`config.mk`:
```
export PLATFORM = sky130hd
export DESIGN_NAME = srcc_status_unit
export DESIGN_NICKNAME = d
export VERILOG_FILES = /design/src/pkg/srcc_pkg.sv /design/src/srcc_cycle_counter.sv /design/src/srcc_mode_slots.sv /design/src/srcc_status_unit.sv
export SDC_FILE = /design/constraint.sdc
export NUM_CORES = 2
export LEC_CHECK = 0
export BUFFER_PORTS_ARGS = -buffer_cell sky130_fd_sc_hd__buf_2
export CAP_MARGIN = 30
export CORE_UTILIZATION = 60
export DETAILED_ROUTE_END_ITERATION = 7
export PLACE_DENSITY = 0.8
export SLEW_MARGIN = 25
export SYNTH_ARGS = -nofsm -noshare
export SYNTH_HDL_FRONTEND = slang
export SYNTH_SLANG_ARGS = --single-unit
```
`constraint.sdc`:
```
create_clock -name clk -period 43.8 [get_ports clk]
set_input_delay 2.19 -clock clk [delete_from_list [all_inputs] [get_ports clk]]
set_output_delay 2.19 -clock clk [all_outputs]
set_load 0.02 [all_outputs]
```
`src/pkg/srcc_pkg.sv`:
```
// constants and types for the status, return and cycle counter unit
// assumes a 64-bit register file and a quadword read port to memory
package srcc_pkg;
    // ------------------------------------------------------------
    // data widths
    // ------------------------------------------------------------
    localparam int XLEN = 64;
    localparam int PS_W = 13;
    localparam int HALF_W = 32;
    localparam int MODES = 4;
    // ------------------------------------------------------------
    // status word fields
    // ------------------------------------------------------------
    localparam int SW_LSB = 0;
    localparam int SW_W = 2;
    localparam int CM_LSB = 3;
    localparam int CM_W = 2;
    localparam int ALIGN_LSB = 56;
    localparam int ALIGN_W = 6;
    localparam logic [PS_W-1:0] PS_RESET = 13'h0000;
    localparam logic [MODES-1:0] TE_RESET = 4'h0;
    localparam logic [CM_W-1:0] MODE_KERNEL = 2'h0;
    // ------------------------------------------------------------
    // frame layout on the stack
    // ------------------------------------------------------------
    localparam int POP_CNT = 8;
    localparam int GPR_CNT = 6;
    localparam logic [2:0] IDX_PC = 3'h6;
    localparam logic [2:0] IDX_PS = 3'h7;
    localparam logic [2:0] GPR_FIRST = 3'h2;
    localparam logic [2:0] GPR_RESULT = 3'h0;
    localparam logic [XLEN-1:0] QW_BYTES = 64'h8;
    localparam logic [XLEN-1:0] FRAME_BYTES = 64'h40;
    // ------------------------------------------------------------
    // operations and states
    // ------------------------------------------------------------
    typedef enum logic [2:0] {
        OP_READ_STATUS_OP = 3'h0,
        OP_REI = 3'h1,
        OP_READ_SYSTEM_CYCLES = 3'h2,
        OP_READ_PROCESS_CYCLES = 3'h3,
        OP_SWAP_TE = 3'h4,
        OP_WR_SW = 3'h5
    } srcc_op_t;
    typedef enum logic [2:0] {
        ST_IDLE = 3'h0,
        ST_POP = 3'h1,
        ST_CHECK = 3'h2,
        ST_WB = 3'h3,
        ST_DONE = 3'h4
    } srcc_state_t;
endpackage

```
`src/srcc_cycle_counter.sv`:
```
// 64-bit system cycle counter: free low half plus a wrap-driven upper half
// assumes sample pulses come from clock interrupts and counter reads
`timescale 1ns/100ps
module srcc_cycle_counter #(
    parameter int HW = 32
) (
    input wire logic clk,
    input wire logic rst,
    input wire logic ce,
    input wire logic sample,
    output logic [HW-1:0] lowCount,
    output logic [2*HW-1:0] fullCount
);
    logic [HW-1:0] lowReg, lowNext;
    logic [HW-1:0] highReg, highNext;
    logic [HW-1:0] seenReg, seenNext;
    logic [2*HW-1:0] lastReg;
    logic wrap;

    // a wrap not yet folded in is added on the fly so reads never go back
    assign wrap = lowReg < seenReg;
    assign lowCount = lowReg;
    assign fullCount = {highReg + HW'(wrap), lowReg};

    always_comb begin
        lowNext = lowReg + HW'(1);
        highNext = highReg;
        seenNext = seenReg;
        if (sample) begin
            highNext = highReg + HW'(wrap);
            seenNext = lowReg;
        end
    end

    always_ff @(posedge clk or posedge rst) begin
        if (rst) begin
            lowReg <= '0;
            highReg <= '0;
            seenReg <= '0;
            lastReg <= '0;
        end else if (ce) begin
            lowReg <= lowNext;
            highReg <= highNext;
            seenReg <= seenNext;
            if (sample) begin
                lastReg <= fullCount;
            end
        end
    end
endmodule

```
`src/srcc_mode_slots.sv`:
```
// per-mode saved stack pointers, one slot for each processor mode
// assumes one write and one read per cycle; read is combinational
`timescale 1ns/100ps
module srcc_mode_slots #(
    parameter int W = 64,
    parameter int N = 4
) (
    input wire logic clk,
    input wire logic rst,
    input wire logic ce,
    input wire logic wrEn,
    input wire logic [$clog2(N)-1:0] wrMode,
    input wire logic [W-1:0] wrData,
    input wire logic [$clog2(N)-1:0] rdMode,
    output logic [W-1:0] rdData
);
    logic [W-1:0] slotReg [N];
    logic [W-1:0] slotNext [N];

    assign rdData = slotReg[rdMode];

    always_comb begin
        for (int i = 0; i < N; i++) begin
            slotNext[i] = slotReg[i];
            if (wrEn && (wrMode == i[$clog2(N)-1:0])) begin
                slotNext[i] = wrData;
            end
        end
    end

    always_ff @(posedge clk or posedge rst) begin
        if (rst) begin
            for (int i = 0; i < N; i++) begin
                slotReg[i] <= '0;
            end
        end else if (ce) begin
            slotReg <= slotNext;
        end
    end
endmodule

```
`src/srcc_status_unit.sv`:
```
// status read, exception return, cycle reads, trap enable swap, sw field
// assumes memory answers each quadword read with memAck and memData
`timescale 1ns/100ps
module srcc_status_unit (
    input wire logic clk,
    input wire logic rst,
    input wire logic ce,
    input wire logic opValid,
    input wire srcc_pkg::srcc_op_t opCode,
    input wire logic [63:0] r16,
    output logic opReady,
    output logic opDone,
    output logic illegalOperand,
    output logic gprWe,
    output logic [2:0] gprIdx,
    output logic [63:0] gprData,
    output logic pcLoad,
    output logic [63:0] pcOut,
    output logic [12:0] psOut,
    output logic [63:0] spOut,
    input wire logic spWe,
    input wire logic [63:0] spWdata,
    output logic memReq,
    output logic [63:0] memAddr,
    input wire logic memAck,
    input wire logic [63:0] memData,
    input wire logic intPending,
    input wire logic [3:0] astPending,
    output logic [3:0] trapEnOut,
    output logic intTake,
    output logic astTake,
    input wire logic lockSet,
    input wire logic handlerSet,
    output logic lockFlag,
    output logic handlerFlag,
    input wire logic clockIrq,
    input wire logic cycleReadDisable
);
    // ------------------------------------------------------------
    // state
    // ------------------------------------------------------------
    srcc_pkg::srcc_state_t stateReg, stateNext;
    logic [2:0] popIdxReg, popIdxNext;
    logic [63:0] tmpReg [8];
    logic [63:0] tmpNext [8];
    logic [12:0] psReg, psNext;
    logic [63:0] spReg, spNext;
    logic [3:0] teReg, teNext;
    logic lockReg, lockNext, hdlReg, hdlNext;
    logic memReqReg, memReqNext;
    logic [63:0] memAddrReg, memAddrNext;
    logic gprWeReg, gprWeNext;
    logic [2:0] gprIdxReg, gprIdxNext;
    logic [63:0] gprDataReg, gprDataNext;
    logic pcLoadReg, pcLoadNext;
    logic [63:0] pcReg, pcNext;
    logic doneReg, doneNext, illReg, illNext;
    logic intTakeReg, intTakeNext, astTakeReg, astTakeNext;
    logic slotWe, sccRd;
    logic [1:0] curMode, newMode;
    logic [63:0] newPs, psChk, newSp, slotRd;
    logic [31:0] pccLow;
    logic [63:0] sccValue;
    logic badPs;

    // ------------------------------------------------------------
    // helpers
    // ------------------------------------------------------------
    srcc_cycle_counter #(
        .HW(srcc_pkg::HALF_W)
    ) u_counter (
        .clk(clk),
        .rst(rst),
        .ce(ce),
        .sample(clockIrq | sccRd),
        .lowCount(pccLow),
        .fullCount(sccValue)
    );

    srcc_mode_slots #(
        .W(srcc_pkg::XLEN),
        .N(srcc_pkg::MODES)
    ) u_slots (
        .clk(clk),
        .rst(rst),
        .ce(ce),
        .wrEn(slotWe),
        .wrMode(curMode),
        .wrData(newSp),
        .rdMode(newMode),
        .rdData(slotRd)
    );

    assign curMode = psReg[srcc_pkg::CM_LSB +: srcc_pkg::CM_W];
    assign newPs = tmpReg[srcc_pkg::IDX_PS];
    assign newMode = newPs[srcc_pkg::CM_LSB +: srcc_pkg::CM_W];

    // stray-bit check outside kernel mode: everything but mode, alignment and sw must be zero
    always_comb begin
        psChk = newPs;
        psChk[srcc_pkg::CM_LSB +: srcc_pkg::CM_W] = '0;
        psChk[srcc_pkg::ALIGN_LSB +: srcc_pkg::ALIGN_W] = '0;
        psChk[srcc_pkg::SW_LSB +: srcc_pkg::SW_W] = '0;
        badPs = (curMode != srcc_pkg::MODE_KERNEL)
            && ((newMode < curMode) || (psChk != '0));
        newSp = (spReg + srcc_pkg::FRAME_BYTES)
            | {58'h0, newPs[srcc_pkg::ALIGN_LSB +: srcc_pkg::ALIGN_W]};
    end

    // ------------------------------------------------------------
    // operation sequencer
    // ------------------------------------------------------------
    always_comb begin
        stateNext = stateReg;
        popIdxNext = popIdxReg;
        tmpNext = tmpReg;
        psNext = psReg;
        spNext = spReg;
        teNext = teReg;
        lockNext = lockReg;
        hdlNext = hdlReg;
        memReqNext = memReqReg;
        memAddrNext = memAddrReg;
        gprWeNext = 1'b0;
        gprIdxNext = gprIdxReg;
        gprDataNext = gprDataReg;
        pcLoadNext = 1'b0;
        pcNext = pcReg;
        doneNext = 1'b0;
        illNext = 1'b0;
        intTakeNext = 1'b0;
        astTakeNext = 1'b0;
        slotWe = 1'b0;
        sccRd = 1'b0;
        if (spWe && (stateReg == srcc_pkg::ST_IDLE)) begin
            spNext = spWdata;
        end
        case (stateReg)
            srcc_pkg::ST_IDLE: begin
                if (opValid) begin
                    doneNext = (opCode != srcc_pkg::OP_REI);
                    gprWeNext = (opCode != srcc_pkg::OP_REI)
                        && (opCode != srcc_pkg::OP_WR_SW);
                    gprIdxNext = srcc_pkg::GPR_RESULT;
                    case (opCode)
                        srcc_pkg::OP_READ_STATUS_OP: begin
                            // alignment lives only on the stack: reads zero
                            gprDataNext = {51'h0, psReg};
                        end
                        srcc_pkg::OP_READ_SYSTEM_CYCLES: begin
                            sccRd = 1'b1;
                            gprDataNext = cycleReadDisable ? '0
                                : sccValue;
                        end
                        srcc_pkg::OP_READ_PROCESS_CYCLES: begin
                            gprDataNext = cycleReadDisable ? '0
                                : {32'h0, pccLow};
                        end
                        srcc_pkg::OP_SWAP_TE: begin
                            gprDataNext = {63'h0, teReg[curMode]};
                            teNext[curMode] = r16[0];
                            astTakeNext = astPending[curMode]
                                & r16[0];
                        end
                        srcc_pkg::OP_WR_SW: begin
                            psNext[srcc_pkg::SW_LSB +: srcc_pkg::SW_W] =
                                r16[1:0];
                        end
                        srcc_pkg::OP_REI: begin
                            if (spReg[5:0] != 6'h00) begin
                                illNext = 1'b1;
                                doneNext = 1'b1;
                            end else begin
                                stateNext = srcc_pkg::ST_POP;
                                popIdxNext = 3'h0;
                                memReqNext = 1'b1;
                                memAddrNext = spReg;
                            end
                        end
                        default: begin
                            gprWeNext = 1'b0;
                        end
                    endcase
                end
            end
            srcc_pkg::ST_POP: begin
                if (memAck) begin
                    tmpNext[popIdxReg] = memData;
                    popIdxNext = popIdxReg + 3'h1;
                    memAddrNext = memAddrReg + srcc_pkg::QW_BYTES;
                    if (popIdxReg == srcc_pkg::IDX_PS) begin
                        memReqNext = 1'b0;
                        stateNext = srcc_pkg::ST_CHECK;
                    end
                end
            end
            srcc_pkg::ST_CHECK: begin
                if (badPs) begin
                    // nothing committed yet, so a reject is clean
                    illNext = 1'b1;
                    doneNext = 1'b1;
                    stateNext = srcc_pkg::ST_IDLE;
                end else begin
                    slotWe = 1'b1;
                    spNext = (newMode == curMode) ? newSp : slotRd;
                    psNext = newPs[12:0];
                    lockNext = 1'b0;
                    hdlNext = 1'b0;
                    popIdxNext = 3'h0;
                    stateNext = srcc_pkg::ST_WB;
                end
            end
            srcc_pkg::ST_WB: begin
                gprWeNext = 1'b1;
                gprIdxNext = srcc_pkg::GPR_FIRST + popIdxReg;
                gprDataNext = tmpReg[popIdxReg];
                popIdxNext = popIdxReg + 3'h1;
                if (popIdxReg == 3'(srcc_pkg::GPR_CNT - 1)) begin
                    stateNext = srcc_pkg::ST_DONE;
                end
            end
            srcc_pkg::ST_DONE: begin
                pcLoadNext = 1'b1;
                pcNext = tmpReg[srcc_pkg::IDX_PC];
                doneNext = 1'b1;
                intTakeNext = intPending;
                astTakeNext = astPending[curMode] & teReg[curMode];
                stateNext = srcc_pkg::ST_IDLE;
            end
            default: begin
                stateNext = srcc_pkg::ST_IDLE;
            end
        endcase
        // a set arriving with the return's clear is kept
        if (lockSet) begin
            lockNext = 1'b1;
        end
        if (handlerSet) begin
            hdlNext = 1'b1;
        end
    end

    always_ff @(posedge clk or posedge rst) begin
        if (rst) begin
            stateReg <= srcc_pkg::ST_IDLE;
            popIdxReg <= 3'h0;
            for (int i = 0; i < srcc_pkg::POP_CNT; i++) begin
                tmpReg[i] <= '0;
            end
            psReg <= srcc_pkg::PS_RESET;
            spReg <= '0;
            teReg <= srcc_pkg::TE_RESET;
            lockReg <= 1'b0;
            hdlReg <= 1'b0;
            memReqReg <= 1'b0;
            memAddrReg <= '0;
            gprWeReg <= 1'b0;
            gprIdxReg <= 3'h0;
            gprDataReg <= '0;
            pcLoadReg <= 1'b0;
            pcReg <= '0;
            doneReg <= 1'b0;
            illReg <= 1'b0;
            intTakeReg <= 1'b0;
            astTakeReg <= 1'b0;
        end else if (ce) begin
            stateReg <= stateNext;
            popIdxReg <= popIdxNext;
            tmpReg <= tmpNext;
            psReg <= psNext;
            spReg <= spNext;
            teReg <= teNext;
            lockReg <= lockNext;
            hdlReg <= hdlNext;
            memReqReg <= memReqNext;
            memAddrReg <= memAddrNext;
            gprWeReg <= gprWeNext;
            gprIdxReg <= gprIdxNext;
            gprDataReg <= gprDataNext;
            pcLoadReg <= pcLoadNext;
            pcReg <= pcNext;
            doneReg <= doneNext;
            illReg <= illNext;
            intTakeReg <= intTakeNext;
            astTakeReg <= astTakeNext;
        end
    end

    // ------------------------------------------------------------
    // outputs
    // ------------------------------------------------------------
    assign opReady = (stateReg == srcc_pkg::ST_IDLE);
    assign opDone = doneReg;
    assign illegalOperand = illReg;
    assign gprWe = gprWeReg;
    assign gprIdx = gprIdxReg;
    assign gprData = gprDataReg;
    assign pcLoad = pcLoadReg;
    assign pcOut = pcReg;
    assign psOut = psReg;
    assign spOut = spReg;
    assign memReq = memReqReg;
    assign memAddr = memAddrReg;
    assign trapEnOut = teReg;
    assign intTake = intTakeReg;
    assign astTake = astTakeReg;
    assign lockFlag = lockReg;
    assign handlerFlag = hdlReg;
endmodule

```
==> flow_summary.yaml <==
timing:
  fin_ws_ns: 38.87
  worst_case_clock_skew_ns: 0.0324
  post-route-period-util_pct: 11.3
  period_needed_ns: 4.93
  hold_viol: 0
  setup_violations: 0
  clock.fmax_mhz: 203
  relSlewSlack_pct: 30.8
  grt_setup_unrepaired: "no"
  timing_max_transition_violations_final: 0
  final.setup.tns_ns: 0
  worst-slew-pin-transition_ns: 1.03
clock_tree:
  clockBufferDepth: 3
  tritoncts: "yes"
  clock_sinks: 1155
  total_clock_buffers_created_by_cts: 116
  cts.reportedPaths.clkPinSlew_ns: 0.06
  postCtsSetupBuffers: 0
  cts.repair.resized: 0
  cts_htree_levels: 3
  cts-hold-fix-buffers: 0
  clk_latency_worst_skew_pair_ns: 0.72
  cts_root_buf: "sky130_fd_sc_hd__clkbuf_16"
worst_setup_path:
  crit_path_start_kind: "input port"
  crit_path_top_delay_cell: "sky130_fd_sc_hd__buf_4"
  cpMostUsedCell: "sky130_fd_sc_hd__buf_4"
  delay_of_the_slowest_critical_path_stage_ns: 0.65
  critical_path_required_time_ns: 44.37
  worst-r2r-setup-slack_ns: 39.06
  worst_path_class_setup: "in2reg"
  worst_ep_arrival_time_ns: 5.50
  crit_chain: "buf_2 > nor3b_1 > and3_1 > a22o_4 > o211ai_4 > buf_4 > nor2_4 > nand3_4 > buf_4 > mux2_2"
  family_with_the_most_delay_on_the_worst_path: "buffers and inverters"
  path_buf_inv: 3
  end_kind: "register"
  crit_path_max_fanout: 53
detailed_routing:
  drt_drc_violations_left: 113
  drt_first_pass_iters: 8
  routed-via-count: 40000
  detail_route.iter0.violations: 4612
  wire_per_inst_um: 25.2
  drt_antenna_net_count: 0
  sum_of_routed_wire_length_over_all_layers_um: 155000
  post_drt_via_cell_ratio: 6.51
grt:
  number_of_antenna_violations_at_the_first_check_in_global_routing: 20
  maximum_number_of_pins_on_one_net_before_global_route_repair: 177
  grt_pass1_wl_um: 237000
  global_route.usage.total_pct: 34.3
  grt_overflow_total: 0
  grt_pass1_vias: 39700
run_status:
  failed_checks: "DRC"
  run_status: "complete, but fails checks"
pwr:
  power_per_cell_area_mw_per_mm2: 62.6
  cell_internal_pwr_mw: 2.44
  combinational_cell_fraction_of_total_power_pct: 30.2
  power.leakage_nw: 28.3
  pwr-share-clk_pct: 26.7
  switching_power_mw: 1.37
  pwr-share-seq_pct: 43.1
  ir_worst_vdd_v: 0.0000438
  p_total_mw: 3.81
  sw_frac_of_total_pct: 36.0
cells_and_area:
  multiInputGateArea_sq_mm: 0.0234
  layout.cell_area.non_filler_sq_mm: 0.0608
  layout_common_cells: "sky130_fd_sc_hd__dfrtp_1, sky130_fd_sc_hd__nand2_1, sky130_fd_sc_hd__mux2_2"
  design.final.nets: 5119
  layout_commonest_cell: "sky130_fd_sc_hd__dfrtp_1"
  drive_gt1_share_pct: 30.0
  post-route-util_pct: 68.7
  register_cell_area_after_layout_sq_mm: 0.0289
  fillCellCount: 6124
  area_delta_synth_final_pct: 13.3
synthesis:
  share_of_the_synthesized_area_in_compound_gates_ao_oa_aoi_oai_pct: 9.28
  yosys_warnings: 0
  yosys.cell_types.count: 69
  synth_async_sr_flop_share_pct: 100
  yosysSeqAreaShare_pct: 53.8
  synth-seq-cells: 1155
  ys_dominant_reg_cell: "sky130_fd_sc_hd__dfrtp_1"
  edff_count_synth: 0
  post_synth_mux_area_share_pct: 20.7
  mappedNetlistNets: 4803
  synth-simple-area-share_pct: 9.96
  synth-adder-area-share_pct: 1.05
  synth_top_family_by_area: "multiplexers"
  synth_xor_xnor_area_share_pct: 2.40
  synth_area_sq_mm: 0.0537
  syn_inst: 4548
  avgSynthCellArea_sq_um: 11.8
placement:
  pre_cts_ws_ns: 37.25
  dpl_cell_area_sq_mm: 0.0567
  io_buffer_count: 433
  gp_routability_congestion: 0.905
  detailed_place_hpwl_um: 98000
floorplanning:
  die_area_sq_mm: 0.0907
  floorplan.io_pins: 496
  core_area_sq_mm: 0.0885
  start_util_pct: 60.7
  rows: 109
  dieHeight_um: 301
  dieWidth_um: 301
worst_hold_path:
  min-delay-path-class: "reg2reg"
job:
  timing.max_cap.violations: 0
per-stage QoR:
step                      hold WS [ns]  cells
after floorplan                  0.445   4548
after global placement           0.457   5902
after detailed placement         0.466   5904
after CTS                        0.479   6116
after global routing             0.488   6133
final                            0.475   6138
sequential cells by signal, indices dropped and copies added, names as in the netlist, 4 cells and up:
register            count
u_slots.slotReg       256
pcOut                  64
u_counter.seenReg      32
spOut                  64
memAddr                64
gprData                64
tmpReg                448
u_counter.highReg      32
newPs                  64
psOut                  13
u_counter.lowCount     32
trapEnOut               4
tightest hold or removal path: stages (launching register included):
cell and delay, ns:
sky130_fd_sc_hd__dfrtp_1 0.33, sky130_fd_sc_hd__nand2_1 0.05, sky130_fd_sc_hd__o21ai_0 0.06
worst paths after layout:
| path | startpoint | to | depth (start not counted) |
|---|---|---|---|
| worst max-delay path | opCode[0] | tmpReg[413]$_DFFE_PP0P_ | 10 |
| worst min-delay path | gprData[8]$_DFFE_PP0P_ | gprData[8]$_DFFE_PP0P_ | 2 |
| worst max register to register | u_counter.lowCount[25]$_DFFE_PP0P_ | gprData[60]$_DFFE_PP0P_ | 17 |
| worst min register to register | gprData[8]$_DFFE_PP0P_ | gprData[8]$_DFFE_PP0P_ | 2 |
| max in group asynchronous | rst | tmpReg[173]$_DFFE_PP0P_ | 6 |
| min in group asynchronous | rst | pcOut[7]$_DFFE_PP0P_ | 2 |
synth_stat cells (7+ instances only):
| library cell | number | area share [%] |
|---|---|---|
| sky130_fd_sc_hd__and3_1 | 35 | 0.41 |
| sky130_fd_sc_hd__nand2b_1 | 16 | 0.19 |
| sky130_fd_sc_hd__xor2_1 | 64 | 1.0 |
| sky130_fd_sc_hd__o22ai_1 | 39 | 0.45 |
| sky130_fd_sc_hd__or3_1 | 10 | 0.12 |
| sky130_fd_sc_hd__nand4_1 | 55 | 0.64 |
| sky130_fd_sc_hd__a221o_1 | 22 | 0.41 |
| sky130_fd_sc_hd__a21oi_1 | 258 | 2.4 |
| sky130_fd_sc_hd__buf_2 | 68 | 0.63 |
| sky130_fd_sc_hd__a21o_1 | 11 | 0.15 |
| sky130_fd_sc_hd__mux2i_1 | 11 | 0.21 |
| sky130_fd_sc_hd__or4_1 | 8 | 0.11 |
| sky130_fd_sc_hd__o211ai_1 | 22 | 0.31 |
| sky130_fd_sc_hd__nor4_1 | 22 | 0.26 |
| sky130_fd_sc_hd__o21ai_1 | 8 | 0.075 |
| sky130_fd_sc_hd__a211oi_1 | 24 | 0.34 |
| sky130_fd_sc_hd__xnor2_1 | 83 | 1.4 |
| sky130_fd_sc_hd__mux2_2 | 535 | 11 |
| sky130_fd_sc_hd__a222oi_1 | 12 | 0.22 |
| sky130_fd_sc_hd__clkbuf_1 | 190 | 1.3 |
| sky130_fd_sc_hd__mux2_1 | 56 | 1.2 |
| sky130_fd_sc_hd__a2bb2oi_1 | 13 | 0.21 |
| sky130_fd_sc_hd__inv_1 | 70 | 0.49 |
| sky130_fd_sc_hd__o21ai_0 | 336 | 3.1 |
| sky130_fd_sc_hd__a22oi_1 | 13 | 0.18 |
| sky130_fd_sc_hd__ha_1 | 45 | 1.0 |
| sky130_fd_sc_hd__and2_1 | 18 | 0.21 |
| sky130_fd_sc_hd__a22o_1 | 7 | 0.11 |
| sky130_fd_sc_hd__dfrtp_1 | 1155 | 54 |
| sky130_fd_sc_hd__nand3_1 | 90 | 0.84 |
| sky130_fd_sc_hd__nor3_1 | 33 | 0.31 |
| sky130_fd_sc_hd__o221a_2 | 28 | 0.59 |
| sky130_fd_sc_hd__mux4_2 | 194 | 8.1 |
| sky130_fd_sc_hd__nor2_1 | 227 | 1.6 |
| sky130_fd_sc_hd__buf_1 | 40 | 0.28 |
| sky130_fd_sc_hd__nand2_1 | 634 | 4.4 |
| sky130_fd_sc_hd__and4_1 | 17 | 0.28 |
power by group through the flow:
| stage | Sequential [mW] | Clock, mW | Combinational [mW] |
|---|---|---|---|
| floorplan | 1.63 | 0 | 0.727 |
| global placement | 1.62 | 0 | 1.09 |
| detailed placement | 1.64 | 0 | 1.12 |
| CTS | 1.62 | 1.02 | 1.14 |
| global route | 1.66 | 1.06 | 1.24 |
| finish | 1.64 | 1.02 | 1.15 |
cell type report:
class | count | area share, %
well taps | 1165 | 2.40
inverters | 70 | 0.444
clock inverters | 46 | 0.897
flip-flops and latches | 1155 | 47.5
clock buffers | 166 | 5.46
multi-input cells | 3024 | 38.5
repair buffers | 497 | 4.67
diodes | 15 | 0.0617
kinds of logic (layout without fill, tap and decap cells):
group,count (synthesis),count (layout)
AO/OA/AOI/OAI,836,836
adder cells (fa/ha/maj),45,45
buffers and inverters,369,779
flip-flops,1155,1155
multiplexers,796,796
other,0,15
AND/OR/NAND/NOR,1200,1200
XOR/XNOR,147,147
layer usage:
metal / wire length [um] / track usage (%)
met1: 58500 / 45.1
met2: 73500 / 54.0
met3: 14200 / 7.15
met4: 8490 / 18.4
met5: 67 / 0
(Power assumes the default switching activity.)
